[config.mk]
export PLATFORM = sky130hd
export DESIGN_NAME = pftm_mapper
export DESIGN_NICKNAME = d
export VERILOG_FILES = /design/src/hdl/pftm_pkg.sv /design/src/hdl/pftm_mapper.sv /design/src/hdl/pftm_sync.sv /design/src/hdl/pftm_estore.sv
export SDC_FILE = /design/constraint.sdc
export NUM_CORES = 1
export LEC_CHECK = 0
export ABC_AREA = 1
export BUFFER_PORTS_ARGS = -buffer_cell sky130_fd_sc_hd__buf_2
export CORE_ASPECT_RATIO = 1.4
export CORE_MARGIN = 10
export CORE_UTILIZATION = 50
export CTS_CLUSTER_DIAMETER = 50
export DETAILED_ROUTE_END_ITERATION = 12
export HOLD_SLACK_MARGIN = 0.03
export PLACE_DENSITY = 0.76
export SYNTH_ARGS = -nofsm -noshare
export SYNTH_HDL_FRONTEND = slang
export SYNTH_SLANG_ARGS = --single-unit
[constraint.sdc]
create_clock -name ref_clk_i -period 6.55 [get_ports ref_clk_i]
set_input_delay 1.965 -clock ref_clk_i [delete_from_list [all_inputs] [get_ports ref_clk_i]]
set_output_delay 1.965 -clock ref_clk_i [all_outputs]
set_load 0.1 [all_outputs]
[src/hdl/pftm_pkg.sv]
// constants and types shared by the path frame mapper design
package pftm_pkg;
    // ========================================================================
    // frame layout, bit positions counted from 0 at frame start
    localparam int unsigned POS_W = 11;
    localparam logic [10:0] POS_LAST = 11'h5ff;
    localparam logic [10:0] POS_RDI = 11'h00a;
    localparam logic [10:0] POS_NU = 11'h00b;
    localparam logic [10:0] POS_C1 = 11'h180;
    localparam logic [10:0] POS_C2 = 11'h300;
    localparam logic [10:0] POS_C3 = 11'h480;
    localparam logic [10:0] POS_J = 11'h484;
    localparam logic [9:0] ALIGN_PATTERN = 10'h3d0;
    localparam logic [3:0] ALIGN_MSB = 4'h9;
    localparam logic [2:0] SLOT_MIN = 3'h1;
    localparam logic [2:0] SLOT_MAX = 3'h4;
    localparam logic [2:0] RDI_PERSIST = 3'h5;

    // ========================================================================
    // register map
    localparam int unsigned AXI_AW = 8;
    localparam logic [7:0] ADDR_CTRL = 8'h00;
    localparam logic [7:0] ADDR_STATUS = 8'h04;
    localparam logic [7:0] ADDR_EBC = 8'h08;
    localparam logic [7:0] CTRL_RESET = 8'h00;
    localparam int unsigned CTRL_MON = 0;
    localparam int unsigned CTRL_RDI_EN = 1;
    localparam int unsigned CTRL_SSF_EN = 2;
    localparam int unsigned CTRL_ACT = 3;
    localparam int unsigned CTRL_SLOT_LO = 4;
    localparam int unsigned CTRL_RDI_REQ = 7;
    localparam int unsigned STAT_FILL_LO = 8;
    localparam logic [1:0] RESP_OKAY = 2'h0;
    localparam logic [1:0] RESP_SLVERR = 2'h2;

    typedef enum logic [5:0] {
        K_FAS = 6'h01,
        K_RDI = 6'h02,
        K_NU = 6'h04,
        K_CTRL = 6'h08,
        K_JUST = 6'h10,
        K_DATA = 6'h20
    } pftm_kind_t;
endpackage

[src/hdl/pftm_mapper.sv]
// path frame source and sink with one tributary mapper and its register slave
//
// The AXI4-Lite register port and the register addresses were decided locally.
`timescale 1ns/100ps
`default_nettype none

// ============================================================================
module pftm_mapper #(
    parameter int unsigned STORE_DEPTH = 32
) (
    input wire logic ref_clk_i,
    input wire logic srst_i,
    input wire logic ce_i,
    input wire logic [pftm_pkg::AXI_AW-1:0] s_axi_awaddr_i,
    input wire logic s_axi_awvalid_i,
    output logic s_axi_awready_o,
    input wire logic [31:0] s_axi_wdata_i,
    input wire logic [3:0] s_axi_wstrb_i,
    input wire logic s_axi_wvalid_i,
    output logic s_axi_wready_o,
    output logic [1:0] s_axi_bresp_o,
    output logic s_axi_bvalid_o,
    input wire logic s_axi_bready_i,
    input wire logic [pftm_pkg::AXI_AW-1:0] s_axi_araddr_i,
    input wire logic s_axi_arvalid_i,
    output logic s_axi_arready_o,
    output logic [31:0] s_axi_rdata_o,
    output logic [1:0] s_axi_rresp_o,
    output logic s_axi_rvalid_o,
    input wire logic s_axi_rready_i,
    input wire logic path_timing_clock_i,
    input wire logic path_timing_frame_start_i,
    input wire logic ap_data_i,
    input wire logic operator_user_bit_i,
    input wire logic remote_defect_request_i,
    input wire logic access_grant_i,
    input wire logic tributary_data_in_i,
    input wire logic tributary_clock_in_i,
    output logic tx_data_o,
    output logic tx_frame_start_o,
    output logic tx_bit_strobe_o,
    input wire logic rx_data_i,
    input wire logic rx_clock_i,
    input wire logic rx_frame_start_i,
    input wire logic incoming_server_fail_i,
    input wire logic equipment_defect_i,
    output logic rx_operator_user_bit_o,
    output logic trail_fail_out_o,
    output logic remote_defect_action_o,
    output logic remote_defect_detected_o,
    output logic remote_defect_report_o,
    output logic server_fail_report_o,
    output logic near_block_errored_o,
    output logic near_defect_second_o,
    output logic far_defect_second_o
);
    import pftm_pkg::*;
    localparam int unsigned FW = $clog2(STORE_DEPTH) + 1;
    localparam logic [FW-1:0] JUST_LEVEL = FW'(STORE_DEPTH / 2);
    function automatic pftm_kind_t kind_of(input logic [POS_W-1:0] pos);
        if (pos < POS_RDI) begin
            return K_FAS;
        end else if (pos == POS_RDI) begin
            return K_RDI;
        end else if (pos == POS_NU) begin
            return K_NU;
        end else if ((pos >> 2) == (POS_C1 >> 2) || (pos >> 2) == (POS_C2 >> 2)
                     || (pos >> 2) == (POS_C3 >> 2)) begin
            return K_CTRL;
        end else if ((pos >> 2) == (POS_J >> 2)) begin
            return K_JUST;
        end else begin
            return K_DATA;
        end
    endfunction

    function automatic logic [POS_W-1:0] step_pos(input logic [POS_W-1:0] pos,
                                                  input logic fs);
        if (fs || pos == POS_LAST) begin
            return '0;
        end else begin
            return pos + POS_W'(1);
        end
    endfunction
    function automatic logic align_bit(input logic [POS_W-1:0] pos);
        return ALIGN_PATTERN[ALIGN_MSB - pos[3:0]];
    endfunction

    // ========================================================================
    // input synchronisers and edge finders
    logic [12:0] pins_s;
    logic path_clk_s, path_fs_s, ap_s, nu_s, rdi_req_s, grant_s;
    logic trib_d_s, trib_clk_s, rx_d_s, rx_clk_s, rx_fs_s, ssf_s, eq_s;
    logic path_clk_q, trib_clk_q, rx_clk_q;
    logic path_rise, trib_rise, rx_rise;

    pftm_sync #(
        .W(13)
    ) u_sync (
        .ref_clk_i(ref_clk_i),
        .srst_i(srst_i),
        .ce_i(ce_i),
        .async_i({path_timing_clock_i, path_timing_frame_start_i, ap_data_i,
                  operator_user_bit_i, remote_defect_request_i, access_grant_i,
                  tributary_data_in_i, tributary_clock_in_i, rx_data_i, rx_clock_i,
                  rx_frame_start_i, incoming_server_fail_i, equipment_defect_i}),
        .sync_o(pins_s)
    );

    assign {path_clk_s, path_fs_s, ap_s, nu_s, rdi_req_s, grant_s, trib_d_s,
            trib_clk_s, rx_d_s, rx_clk_s, rx_fs_s, ssf_s, eq_s} = pins_s;

    always_ff @(posedge ref_clk_i) begin
        if (srst_i) begin
            path_clk_q <= 1'b0;
            trib_clk_q <= 1'b0;
            rx_clk_q <= 1'b0;
        end else if (ce_i) begin
            path_clk_q <= path_clk_s;
            trib_clk_q <= trib_clk_s;
            rx_clk_q <= rx_clk_s;
        end
    end

    // every line bit is taken on a rising edge of its own bit clock
    assign path_rise = ce_i && path_clk_s && !path_clk_q;
    assign trib_rise = ce_i && trib_clk_s && !trib_clk_q;
    assign rx_rise = ce_i && rx_clk_s && !rx_clk_q;

    // ========================================================================
    // control register and slot selection
    logic [7:0] ctrl;
    logic [2:0] slot_idx;
    logic drive_slot;

    assign slot_idx = ctrl[CTRL_SLOT_LO +: 3];
    assign drive_slot = ctrl[CTRL_ACT] && grant_s
                        && slot_idx >= SLOT_MIN && slot_idx <= SLOT_MAX;

    // ========================================================================
    // elastic store: tributary bits in, path slot bits out
    logic rd_en, rd_bit, store_empty;
    logic [FW-1:0] fill;

    pftm_estore #(
        .DEPTH(STORE_DEPTH)
    ) u_store (
        .ref_clk_i(ref_clk_i),
        .srst_i(srst_i),
        .ce_i(ce_i),
        .wr_en_i(trib_rise),
        .wr_bit_i(trib_d_s),
        .rd_en_i(rd_en),
        .rd_bit_o(rd_bit),
        .fill_o(fill),
        .empty_o(store_empty)
    );

    // ========================================================================
    // trail source and tributary slot mapping
    logic [POS_W-1:0] tx_pos, next_tx_pos;
    pftm_kind_t tx_kind;
    logic mine, justify, rdi_tx, next_tx_bit, slot_bit;

    assign next_tx_pos = step_pos(tx_pos, path_fs_s);
    assign tx_kind = kind_of(next_tx_pos);
    assign mine = drive_slot && (next_tx_pos[1:0] == 2'(slot_idx - SLOT_MIN));
    // a starved store sends ones instead of stalling the line
    assign slot_bit = store_empty ? 1'b1 : rd_bit;
    assign rd_en = path_rise && mine
                   && (tx_kind == K_DATA || (tx_kind == K_JUST && !justify));

    always_comb begin
        next_tx_bit = ap_s;
        case (tx_kind)
            K_FAS: next_tx_bit = align_bit(next_tx_pos);
            K_RDI: next_tx_bit = rdi_tx;
            K_NU: next_tx_bit = nu_s;
            K_CTRL: next_tx_bit = mine ? justify : ap_s;
            K_JUST: next_tx_bit = mine ? (!justify && slot_bit) : ap_s;
            K_DATA: next_tx_bit = mine ? slot_bit : ap_s;
            default: next_tx_bit = ap_s;
        endcase
    end

    always_ff @(posedge ref_clk_i) begin
        if (srst_i) begin
            tx_pos <= POS_LAST;
            tx_data_o <= 1'b1;
            tx_frame_start_o <= 1'b0;
            tx_bit_strobe_o <= 1'b0;
        end else if (ce_i) begin
            tx_bit_strobe_o <= path_rise;
            if (path_rise) begin
                tx_pos <= next_tx_pos;
                tx_data_o <= next_tx_bit;
                tx_frame_start_o <= (next_tx_pos == '0);
            end
        end
    end

    // decisions are taken once per frame so all three control bits agree
    always_ff @(posedge ref_clk_i) begin
        if (srst_i) begin
            justify <= 1'b1;
            rdi_tx <= 1'b0;
        end else if (path_rise && next_tx_pos == '0) begin
            justify <= (fill < JUST_LEVEL);
            rdi_tx <= rdi_req_s || ctrl[CTRL_RDI_REQ];
        end
    end

    // ========================================================================
    // trail sink: alignment check, remote defect and performance primitives
    logic [POS_W-1:0] rx_pos, next_rx_pos;
    logic fas_err, fas_miss, nbe;
    logic [2:0] rdi_cnt;
    logic rdi_det;
    logic [31:0] ebc;
    logic ebc_clr;

    assign next_rx_pos = step_pos(rx_pos, rx_fs_s);
    assign fas_miss = (rx_d_s != align_bit(next_rx_pos));

    always_ff @(posedge ref_clk_i) begin
        if (srst_i) begin
            rx_pos <= POS_LAST;
            fas_err <= 1'b0;
            nbe <= 1'b0;
            rx_operator_user_bit_o <= 1'b0;
        end else if (ce_i) begin
            nbe <= 1'b0;
            if (rx_rise) begin
                rx_pos <= next_rx_pos;
                if (next_rx_pos < POS_RDI) begin
                    fas_err <= ((next_rx_pos != '0) && fas_err) || fas_miss;
                end
                if (next_rx_pos == POS_RDI) begin
                    nbe <= fas_err;
                end
                if (next_rx_pos == POS_NU) begin
                    rx_operator_user_bit_o <= rx_d_s;
                end
            end
        end
    end

    // the state flips only after the opposite value persists
    always_ff @(posedge ref_clk_i) begin
        if (srst_i) begin
            rdi_cnt <= '0;
            rdi_det <= 1'b0;
        end else if (rx_rise && next_rx_pos == POS_RDI) begin
            if (rx_d_s == rdi_det) begin
                rdi_cnt <= '0;
            end else if (rdi_cnt == RDI_PERSIST - 3'h1) begin
                rdi_cnt <= '0;
                rdi_det <= rx_d_s;
            end else begin
                rdi_cnt <= rdi_cnt + 3'h1;
            end
        end
    end

    // a block error in the clearing cycle still counts
    always_ff @(posedge ref_clk_i) begin
        if (srst_i) begin
            ebc <= '0;
        end else if (ce_i) begin
            if (ebc_clr) begin
                ebc <= {31'h0, nbe};
            end else begin
                ebc <= ebc + {31'h0, nbe};
            end
        end
    end

    always_ff @(posedge ref_clk_i) begin
        if (srst_i) begin
            trail_fail_out_o <= 1'b0;
            remote_defect_action_o <= 1'b0;
            remote_defect_detected_o <= 1'b0;
            remote_defect_report_o <= 1'b0;
            server_fail_report_o <= 1'b0;
            near_block_errored_o <= 1'b0;
            near_defect_second_o <= 1'b0;
            far_defect_second_o <= 1'b0;
        end else if (ce_i) begin
            trail_fail_out_o <= ssf_s;
            remote_defect_action_o <= ssf_s;
            remote_defect_detected_o <= rdi_det;
            remote_defect_report_o <= rdi_det && ctrl[CTRL_MON] && ctrl[CTRL_RDI_EN];
            server_fail_report_o <= ssf_s && ctrl[CTRL_MON] && ctrl[CTRL_SSF_EN];
            near_block_errored_o <= nbe;
            near_defect_second_o <= ssf_s || eq_s;
            far_defect_second_o <= rdi_det;
        end
    end

    // ========================================================================
    // register slave
    logic aw_held, w_held;
    logic [AXI_AW-1:0] aw_addr;
    logic [31:0] w_data;
    logic [3:0] w_strb;
    logic wr_go;
    logic [31:0] status;

    assign s_axi_awready_o = ce_i && !aw_held;
    assign s_axi_wready_o = ce_i && !w_held;
    assign s_axi_arready_o = ce_i && !s_axi_rvalid_o;
    assign wr_go = ce_i && aw_held && w_held && !s_axi_bvalid_o;
    assign ebc_clr = wr_go && aw_addr == ADDR_EBC && w_strb != 4'h0;
    assign status = {{(24 - FW){1'b0}}, fill, 3'h0, justify, ssf_s,
                     server_fail_report_o, remote_defect_report_o, rdi_det};

    always_ff @(posedge ref_clk_i) begin
        if (srst_i) begin
            aw_held <= 1'b0;
            w_held <= 1'b0;
            aw_addr <= '0;
            w_data <= '0;
            w_strb <= '0;
        end else if (ce_i) begin
            if (s_axi_awvalid_i && !aw_held) begin
                aw_held <= 1'b1;
                aw_addr <= s_axi_awaddr_i;
            end else if (wr_go) begin
                aw_held <= 1'b0;
            end
            if (s_axi_wvalid_i && !w_held) begin
                w_held <= 1'b1;
                w_data <= s_axi_wdata_i;
                w_strb <= s_axi_wstrb_i;
            end else if (wr_go) begin
                w_held <= 1'b0;
            end
        end
    end

    always_ff @(posedge ref_clk_i) begin
        if (srst_i) begin
            ctrl <= CTRL_RESET;
            s_axi_bvalid_o <= 1'b0;
            s_axi_bresp_o <= RESP_OKAY;
        end else if (ce_i) begin
            if (wr_go) begin
                s_axi_bvalid_o <= 1'b1;
                s_axi_bresp_o <= (aw_addr == ADDR_CTRL || aw_addr == ADDR_STATUS
                                  || aw_addr == ADDR_EBC) ? RESP_OKAY : RESP_SLVERR;
                if (aw_addr == ADDR_CTRL && w_strb[0]) begin
                    ctrl <= w_data[7:0];
                end
            end else if (s_axi_bready_i) begin
                s_axi_bvalid_o <= 1'b0;
            end
        end
    end

    always_ff @(posedge ref_clk_i) begin
        if (srst_i) begin
            s_axi_rvalid_o <= 1'b0;
            s_axi_rdata_o <= '0;
            s_axi_rresp_o <= RESP_OKAY;
        end else if (ce_i) begin
            if (s_axi_arvalid_i && !s_axi_rvalid_o) begin
                s_axi_rvalid_o <= 1'b1;
                s_axi_rresp_o <= RESP_OKAY;
                case (s_axi_araddr_i)
                    ADDR_CTRL: s_axi_rdata_o <= {24'h0, ctrl};
                    ADDR_STATUS: s_axi_rdata_o <= status;
                    ADDR_EBC: s_axi_rdata_o <= ebc;
                    default: begin
                        s_axi_rdata_o <= '0;
                        s_axi_rresp_o <= RESP_SLVERR;
                    end
                endcase
            end else if (s_axi_rready_i) begin
                s_axi_rvalid_o <= 1'b0;
            end
        end
    end
endmodule // pftm_mapper

`default_nettype wire

[src/hdl/pftm_sync.sv]
// two-stage synchroniser for a group of asynchronous inputs
`timescale 1ns/100ps
`default_nettype none

module pftm_sync #(
    parameter int unsigned W = 1
) (
    input wire logic ref_clk_i,
    input wire logic srst_i,
    input wire logic ce_i,
    input wire logic [W-1:0] async_i,
    output logic [W-1:0] sync_o
);
    logic [W-1:0] meta;

    always_ff @(posedge ref_clk_i) begin
        if (srst_i) begin
            meta <= '0;
            sync_o <= '0;
        end else if (ce_i) begin
            meta <= async_i;
            sync_o <= meta;
        end
    end
endmodule // pftm_sync

`default_nettype wire

[src/hdl/pftm_estore.sv]
// single-bit elastic store between tributary writes and path reads
`timescale 1ns/100ps
`default_nettype none

module pftm_estore #(
    parameter int unsigned DEPTH = 32
) (
    input wire logic ref_clk_i,
    input wire logic srst_i,
    input wire logic ce_i,
    input wire logic wr_en_i,
    input wire logic wr_bit_i,
    input wire logic rd_en_i,
    output logic rd_bit_o,
    output logic [$clog2(DEPTH):0] fill_o,
    output logic empty_o
);
    localparam int unsigned AW = $clog2(DEPTH);

    if (DEPTH < 8 || DEPTH > 256 || (1 << AW) != DEPTH) begin : g_chk
        $error("store depth must be a power of two from 8 to 256");
    end

    logic [DEPTH-1:0] mem;
    logic [AW-1:0] wr_ptr;
    logic [AW-1:0] rd_ptr;
    logic do_wr;
    logic do_rd;

    // a write into a full store is dropped rather than corrupting the head
    assign do_wr = wr_en_i && (fill_o != (AW+1)'(DEPTH));
    assign do_rd = rd_en_i && !empty_o;
    assign empty_o = (fill_o == '0);
    assign rd_bit_o = mem[rd_ptr];

    always_ff @(posedge ref_clk_i) begin
        if (srst_i) begin
            mem <= '0;
        end else if (ce_i && do_wr) begin
            mem[wr_ptr] <= wr_bit_i;
        end
    end

    always_ff @(posedge ref_clk_i) begin
        if (srst_i) begin
            wr_ptr <= '0;
            rd_ptr <= '0;
            fill_o <= '0;
        end else if (ce_i) begin
            wr_ptr <= wr_ptr + AW'(do_wr);
            rd_ptr <= rd_ptr + AW'(do_rd);
            fill_o <= fill_o + (AW+1)'(do_wr) - (AW+1)'(do_rd);
        end
    end
endmodule // pftm_estore

`default_nettype wire

== Word-level counts from Yosys, hierarchy flattened ==
Memory sizes are Yosys's and may differ from the RTL's.
Cells that the tools add are included.

* Bits in registers: 217
* ROM bits: 32
* Input port bits: 73
* Output and inout bits: 53
* Logic and storage cells: 203
* Memories kept: 2

* Add/sub/neg operators: 11
* $lt $le $gt $ge: 10
* Equality and inequality tests: 25
* Muxes and demuxes: 34
* Bitwise logic cells: 1
* Reductions and logical operators: 81

{| class="wikitable"
|+ Memories
! name !! words !! width !! read ports !! clocked after memory_dff !! wr ports !! line !! source
|-
| (name not given) || 16 || 1 || 1 || 0 || 0 || pftm_mapper.sv:86 || <nowiki>return ALIGN_PATTERN[ALIGN_MSB - pos[3:0]];</nowiki>
|-
| (name not given) || 16 || 1 || 1 || 0 || 0 || pftm_mapper.sv:86 ||
|}

{| class="wikitable"
|+ Operator list
! kind !! number
|-
| $pmux 32 s3 || 1
|-
| $eq 11x4->1 const B || 4
|-
| $logic_and 1x1->1 || 37
|-
| $add 32x1->32 || 1
|-
| $bwmux 32 || 1
|-
| $mux 32 || 1
|-
| $mux 6 || 5
|-
| $add 11x1->11 const B || 2
|-
| $eq 11x11->1 const B || 2
|-
| $lt 11x4->1 const B || 2
|-
| $mux 11 || 2
|-
| $reduce_and 2->1 || 10
|-
| $eq 9x9->1 const B || 2
|-
| $mux 1 || 17
|-
| $eq 8x3->1 const B || 2
|-
| $eq 8x4->1 const B || 2
|-
| $logic_not 8->1 || 2
|-
| $lt 5x6->1 const B || 2
|-
| $reduce_and 3->1 || 4
|-
| $logic_not 11->1 || 1
|-
| $reduce_bool 11->1 || 1
|-
| $add 5x1->5 || 2
|-
| $logic_or 1x1->1 || 10
|-
| $lt 4x5->1 const B || 2
|-
| other kinds (33) || 47
|}

== Longest topological paths before layout ==
* Depth in word-level cells: 16
* Gate-level depth with buffers: 25
* Gate-level depth less buffers: 25

== By module ==
Synthesis repeated with hierarchy kept, for this count alone.

* Cells, all modules: 1623
* Area, all modules: 11045.6 um2

{| class="wikitable"
|+ By module, submodules not included
! module !! times used !! cells each !! area each (um2) !! sequential area each (um2)
|-
| pftm_mapper || 1 || 1033 || 7164.4 || 2822.7
|-
| pftm_estore || 1 || 425 || 2760.1 || 960.9
|-
| pftm_sync || 1 || 165 || 1121.1 || 520.5
|}

== Worst setup path before layout ==
No wires, ideal clock.

* Path kind: input-to-output
* Start: input port ce_i
* End: output port s_axi_awready_o
* Data arrival time: 3404 ps
* Required time: 4585 ps
* Setup slack: 1181 ps
* Stages: 2
* Buffers on the path: 0
* Path through: inv_2 nor2_1

* Longest elaborated chain between the ends: 1

{| class="wikitable"
|+ Ends and longest elaborated chain
! what !! line !! source
|-
| from (decl) || pftm_mapper.sv:13 || <nowiki>input wire logic ce_i,</nowiki>
|-
| $logic_and 1x1->1 || pftm_mapper.sv:309 || <nowiki>assign s_axi_awready_o = ce_i && !aw_held;</nowiki>
|-
| to (decl) || pftm_mapper.sv:16 || <nowiki>output logic s_axi_awready_o,</nowiki>
|}

Every way passes these cells.

== Final worst setup path ==
* Start: input port ce_i
* End: output port s_axi_wready_o

* Longest elaborated chain between the ends: 1

{| class="wikitable"
|+ Ends and longest elaborated chain
! what !! line !! source
|-
| $logic_and 1x1->1 || pftm_mapper.sv:310 || <nowiki>assign s_axi_wready_o = ce_i && !w_held;</nowiki>
|-
| to (decl) || pftm_mapper.sv:20 || <nowiki>output logic s_axi_wready_o,</nowiki>
|}

Every way passes these cells.

==> impl_results.html <==
<table>
<tr><th>Metric</th><th>Value</th></tr>
<tr><th colspan="2">Run status</th></tr>
<tr><td>Result of the run</td><td>finished, final reports clean</td></tr>
<tr><th colspan="2">Min path</th></tr>
<tr><td>Path category of the worst min-delay check</td><td>reg2reg</td></tr>
<tr><th colspan="2">Logic synthesis</th></tr>
<tr><td>Main combinational cell family by area after synthesis</td><td>simple AND/OR/NAND/NOR gates</td></tr>
<tr><td>Async set or reset register ratio after synthesis</td><td>0%</td></tr>
<tr><td>Mux share of post-synthesis cell area</td><td>0%</td></tr>
<tr><td>Share of synthesized cell area in and, or, nand and nor gates</td><td>26.6%</td></tr>
<tr><td>Flop and latch count out of synthesis</td><td>about 220</td></tr>
<tr><td>Number of flops mapped to enable cells by yosys</td><td>0</td></tr>
<tr><td>Post-Synthesis Mean Instance Area</td><td>between 7 and 8 um2</td></tr>
<tr><td>Leading cell types by count after synthesis</td><td>nand2_1 (274), dfxtp_1 (215), a21oi_1 (175)</td></tr>
<tr><td>Share of synthesized cell area in full adder, half adder and majority cells</td><td>3.32%</td></tr>
<tr><td>Most used flip-flop cell after synthesis</td><td>dfxtp_1</td></tr>
<tr><td>Synth area leader</td><td>dfxtp_1</td></tr>
<tr><td>Post-Syn Area</td><td>between 10000 and 15000 um2</td></tr>
<tr><td>Post-synthesis cell count</td><td>around 1.5k</td></tr>
<tr><td>Dominant cell by count in the synthesized netlist</td><td>nand2_1</td></tr>
<tr><td>Seq/Total Area, Yosys</td><td>about two fifths</td></tr>
<tr><td>Parity-gate share of the synthesized area counting xor and xnor cells</td><td>less than 1%</td></tr>
<tr><td>Cell variety after synth</td><td>49</td></tr>
<tr><td>Ys Warns</td><td>0</td></tr>
<tr><td>Fraction of synthesized cell area taken by the top area cell type</td><td>between 40% and 50%</td></tr>
<tr><td>Area fraction in compound gates after synthesis</td><td>between 10% and 20%</td></tr>
<tr><td>Cell types occupying the most area after synthesis</td><td>dfxtp_1 (41%), nand2_1 (9.9%), a21oi_1 (8.4%)</td></tr>
<tr><th colspan="2">Setup path</th></tr>
<tr><td>CP max FO</td><td>28</td></tr>
<tr><td>Data arrival at the endpoint of the critical path</td><td>~3.1 ns</td></tr>
<tr><td>Element type at the critical path start</td><td>input pin</td></tr>
<tr><td>Data required time of the worst path</td><td>~4.6 ns</td></tr>
<tr><td>Critical path type</td><td>in2out</td></tr>
<tr><td>Critical Path Slowest Stage Cell</td><td>buf_4</td></tr>
<tr><td>Cell repeated most along the worst path</td><td>buf_4</td></tr>
<tr><td>Maximum cell stage delay along the critical path</td><td>around 0.35 ns</td></tr>
<tr><td>Crit end category</td><td>output pin</td></tr>
<tr><td>Ordered cell list for the critical path</td><td>buf_2 -&gt; inv_2 -&gt; buf_4 -&gt; nor2_1 -&gt; buf_4 -&gt; buf_12</td></tr>
<tr><td>Crit path max-delay family</td><td>buffers and inverters</td></tr>
<tr><td>Buf+Inv Stages, Crit Path</td><td>5</td></tr>
<tr><th colspan="2">Cells and area</th></tr>
<tr><td>Layout Cell Area excl Fill</td><td>about 12000 um2</td></tr>
<tr><td>Layout Nets</td><td>between 1.5k and 2k</td></tr>
<tr><td>Sequential Area</td><td>4300 um2</td></tr>
<tr><td>Post-synthesis to final-layout area growth</td><td>12.9%</td></tr>
<tr><td>Layout cell share with drive strength beyond 1</td><td>about 12%</td></tr>
<tr><td>Number of antenna repair diodes</td><td>0</td></tr>
<tr><td>Area used by multi-input combinational logic</td><td>5210 um2</td></tr>
<tr><td>Fill cell instance count of the final layout</td><td>roughly 2.0k</td></tr>
<tr><th colspan="2">GRT</th></tr>
<tr><td>GR Overflow Total</td><td>0</td></tr>
<tr><td>Grt peak-use layer</td><td>met2</td></tr>
<tr><td>Number of antenna violations at the first check in global routing</td><td>0</td></tr>
<tr><td>Met2 routing resource usage after global routing</td><td>34.9%</td></tr>
<tr><td>Met3 global-route usage</td><td>under 10%</td></tr>
<tr><td>Number of global-route vias before repair</td><td>9645</td></tr>
<tr><td>Pin count of the biggest net entering global routing</td><td>83</td></tr>
<tr><td>Global-route track usage on met1</td><td>roughly 22%</td></tr>
<tr><td>Aggregate global-route resource usage</td><td>between 10% and 20%</td></tr>
<tr><td>Global-route wire length before repair</td><td>between 40000 and 50000 um</td></tr>
<tr><th colspan="2">Timing</th></tr>
<tr><td>TNS Setup</td><td>0 ns</td></tr>
<tr><td>Final critical-path share of the clock period</td><td>between 70% and 80%</td></tr>
<tr><td>Relative max-transition margin</td><td>about a fifth</td></tr>
<tr><td>Number of hold violations in the final report</td><td>0</td></tr>
<tr><td>Final worst-path setup slack</td><td>1.50 ns</td></tr>
<tr><td>Minimum clock period</td><td>around 5 ns</td></tr>
<tr><td>Max Fclk</td><td>about 0.20 GHz</td></tr>
<tr><td>Max-slew violation count</td><td>0</td></tr>
<tr><td>Total of endpoints with negative setup slack in the final report</td><td>0</td></tr>
<tr><td>Least-Margin Pin Slew</td><td>roughly 1.2 ns</td></tr>
<tr><td>Unrepaired setup endpoints after global routing</td><td>false</td></tr>
<tr><td>Final clock skew</td><td>around 0.01 ns</td></tr>
<tr><th colspan="2">Detailed routing</th></tr>
<tr><td>Length of the first detailed-routing pass in iterations</td><td>5</td></tr>
<tr><td>Antenna Nets Post-Route</td><td>0</td></tr>
<tr><td>Wirelength per Cell</td><td>14.8 um</td></tr>
<tr><td>Initial detailed-routing violation count</td><td>681</td></tr>
<tr><td>DRC</td><td>0</td></tr>
<tr><td>Final routed wirelength across all metal layers</td><td>between 20000 and 30000 um</td></tr>
<tr><td>Routed via count</td><td>9871</td></tr>
<tr><td>Average via count per standard cell</td><td>5.46</td></tr>
<tr><th colspan="2">Power and ir drop</th></tr>
<tr><td>Static Leak</td><td>between 5 and 6 nW</td></tr>
<tr><td>Worst VDD drop</td><td>approximately 190 uV</td></tr>
<tr><td>Power density over cell area</td><td>between 200 and 300 nW/um2</td></tr>
<tr><td>Overall power after layout</td><td>~3.2 mW</td></tr>
<tr><th colspan="2">Placement</th></tr>
<tr><td>Post-Place Setup Slack</td><td>~1.5 ns</td></tr>
<tr><td>Placement Cell Area</td><td>between 10000 and 15000 um2</td></tr>
<tr><td>Number of port buffers</td><td>99</td></tr>
<tr><td>DP HPWL</td><td>between 15000 and 20000 um</td></tr>
<tr><td>Gp weighted congestion</td><td>between 0.9 and 1</td></tr>
<tr><th colspan="2">Clocking</th></tr>
<tr><td>Clock Latency Late Sink</td><td>~0.50 ns</td></tr>
<tr><td>Buffers from clock root to sink, at most</td><td>3</td></tr>
<tr><td>Clock sink count</td><td>roughly 220</td></tr>
<tr><td>CTS H-tree lvls</td><td>1</td></tr>
<tr><td>Clock tree from TritonCTS</td><td>built</td></tr>
<tr><td>Hold bufs inserted after CTS</td><td>0</td></tr>
<tr><td>Clock slew at reported path FFs</td><td>~0.060 ns</td></tr>
<tr><td>Master cell of the clock root buffer</td><td>clkbuf_16</td></tr>
<tr><td>Resize count post-CTS</td><td>0</td></tr>
<tr><td>Number of post-CTS setup repair buffers</td><td>0</td></tr>
<tr><td>Number of buffers created by CTS</td><td>21</td></tr>
<tr><th colspan="2">Floorplanning</th></tr>
<tr><td>Chip height</td><td>191 um</td></tr>
<tr><td>Die area</td><td>around 27000 um2</td></tr>
<tr><td>Initial core utilization</td><td>about half</td></tr>
<tr><td>Cell Rows</td><td>62</td></tr>
<tr><td>Die span in x</td><td>around 140 um</td></tr>
<tr><td>Core area</td><td>approximately 20000 um2</td></tr>
<tr><td>Number of top-level pins</td><td>~130</td></tr>
<tr><th colspan="2">Job</th></tr>
<tr><td>Max-cap viol count</td><td>0</td></tr>
</table>
[power by group]
group / internal (mW) / switching [mW]
Combinational: 0.152 / 0.392
Sequential: 1.35 / 0.0321
Clock: 0.754 / 0.513
Total: 2.26 / 0.938
[per-layer routing]
layer | part of all wire, % | wire (um)
met5 | 0 | 0
met2 | 50 | 13300
met1 | 42 | 11200
met4 | 2.8 | 755
met3 | 5.5 | 1480
[worst paths after layout]
path / end / startpoint / cells after the start / slack (ns)
setup / recovery: s_axi_wready_o / ce_i / 6 / 1.50
hold / removal: u_store.mem[30]$_SDFFE_PP0P_ / u_store.mem[30]$_SDFFE_PP0P_ / 2 / 0.46
setup reg to reg: u_store.fill_o[4]$_SDFFE_PP0P_ / tx_pos[0]$_SDFFE_PP1P_ / 20 / 2.62
hold reg to reg: u_store.mem[30]$_SDFFE_PP0P_ / u_store.mem[30]$_SDFFE_PP0P_ / 2 / 0.46
[per-stage QoR]
step / instances / hold slack (ns) / utilization [%]
2_1_floorplan: 1475 / 0.429 / -
3_3_place_gp: 1770 / 0.443 / 53.8
3_5_place_dp: 1770 / 0.448 / 53.8
4_1_cts: 1807 / 0.457 / 57.3
5_1_grt: 1807 / 0.479 / 57.3
6_report: 1807 / 0.456 / 57.3
[registers in the layout (all words and copies together), names as in the netlist, 3 cells and up]
signal          cells
ebc                32
s_axi_rdata_o      32
u_store.mem        32
u_sync.meta        13
u_sync.sync_o      13
rx_pos             11
tx_pos             11
aw_addr             8
ctrl                8
w_data              8
u_store.fill_o      6
u_store.rd_ptr      5
u_store.wr_ptr      5
w_strb              4
rdi_cnt             3
[logic make-up (layout without fill, tap and decap cells)]
kind of cell             count (synthesis)  count (layout)
AO/OA/AOI/OAI                          367             367
XOR/XNOR                                 9               9
adder cells (fa/ha/maj)                 27              27
buffers and inverters                  228             304
flip-flops                             215             215
other                                    1               2
AND/OR/NAND/NOR                        627             627
[worst min-delay path, delay by kind of cell, from the launching register on]
family | cells | cell delay [ns]
buffers and inverters | 1 | 0.06
flip-flops | 1 | 0.30
AO/OA/AOI/OAI | 1 | 0.06
[area by class of cell]
| cell class | instances | area share, % |
|---|---|---|
| tap | 256 | 2.73 |
| multi-input combinational | 1032 | 44.4 |
| sequential | 215 | 36.7 |
| inverter | 160 | 5.17 |
| timing repair buffer | 107 | 4.88 |
| clock inverter | 9 | 1.08 |
| clock buffer | 28 | 5.04 |
[layout by cell type, fill, tap and decap left out, types with 8 or more instances in the layout]
master	synthesis	layout
inv_1	149	148
a21oi_1	175	175
nand4_1	33	33
nor3_1	24	24
dfxtp_1	215	215
ha_1	26	26
nand2_1	274	274
a311oi_1	27	27
buf_2	5	97
o21ai_0	131	131
nand3_1	92	92
nor2_1	171	171
clkbuf_16	0	21
inv_2	7	8
buf_4	4	9
No activity file was read; power rests on OpenSTA's default activity.
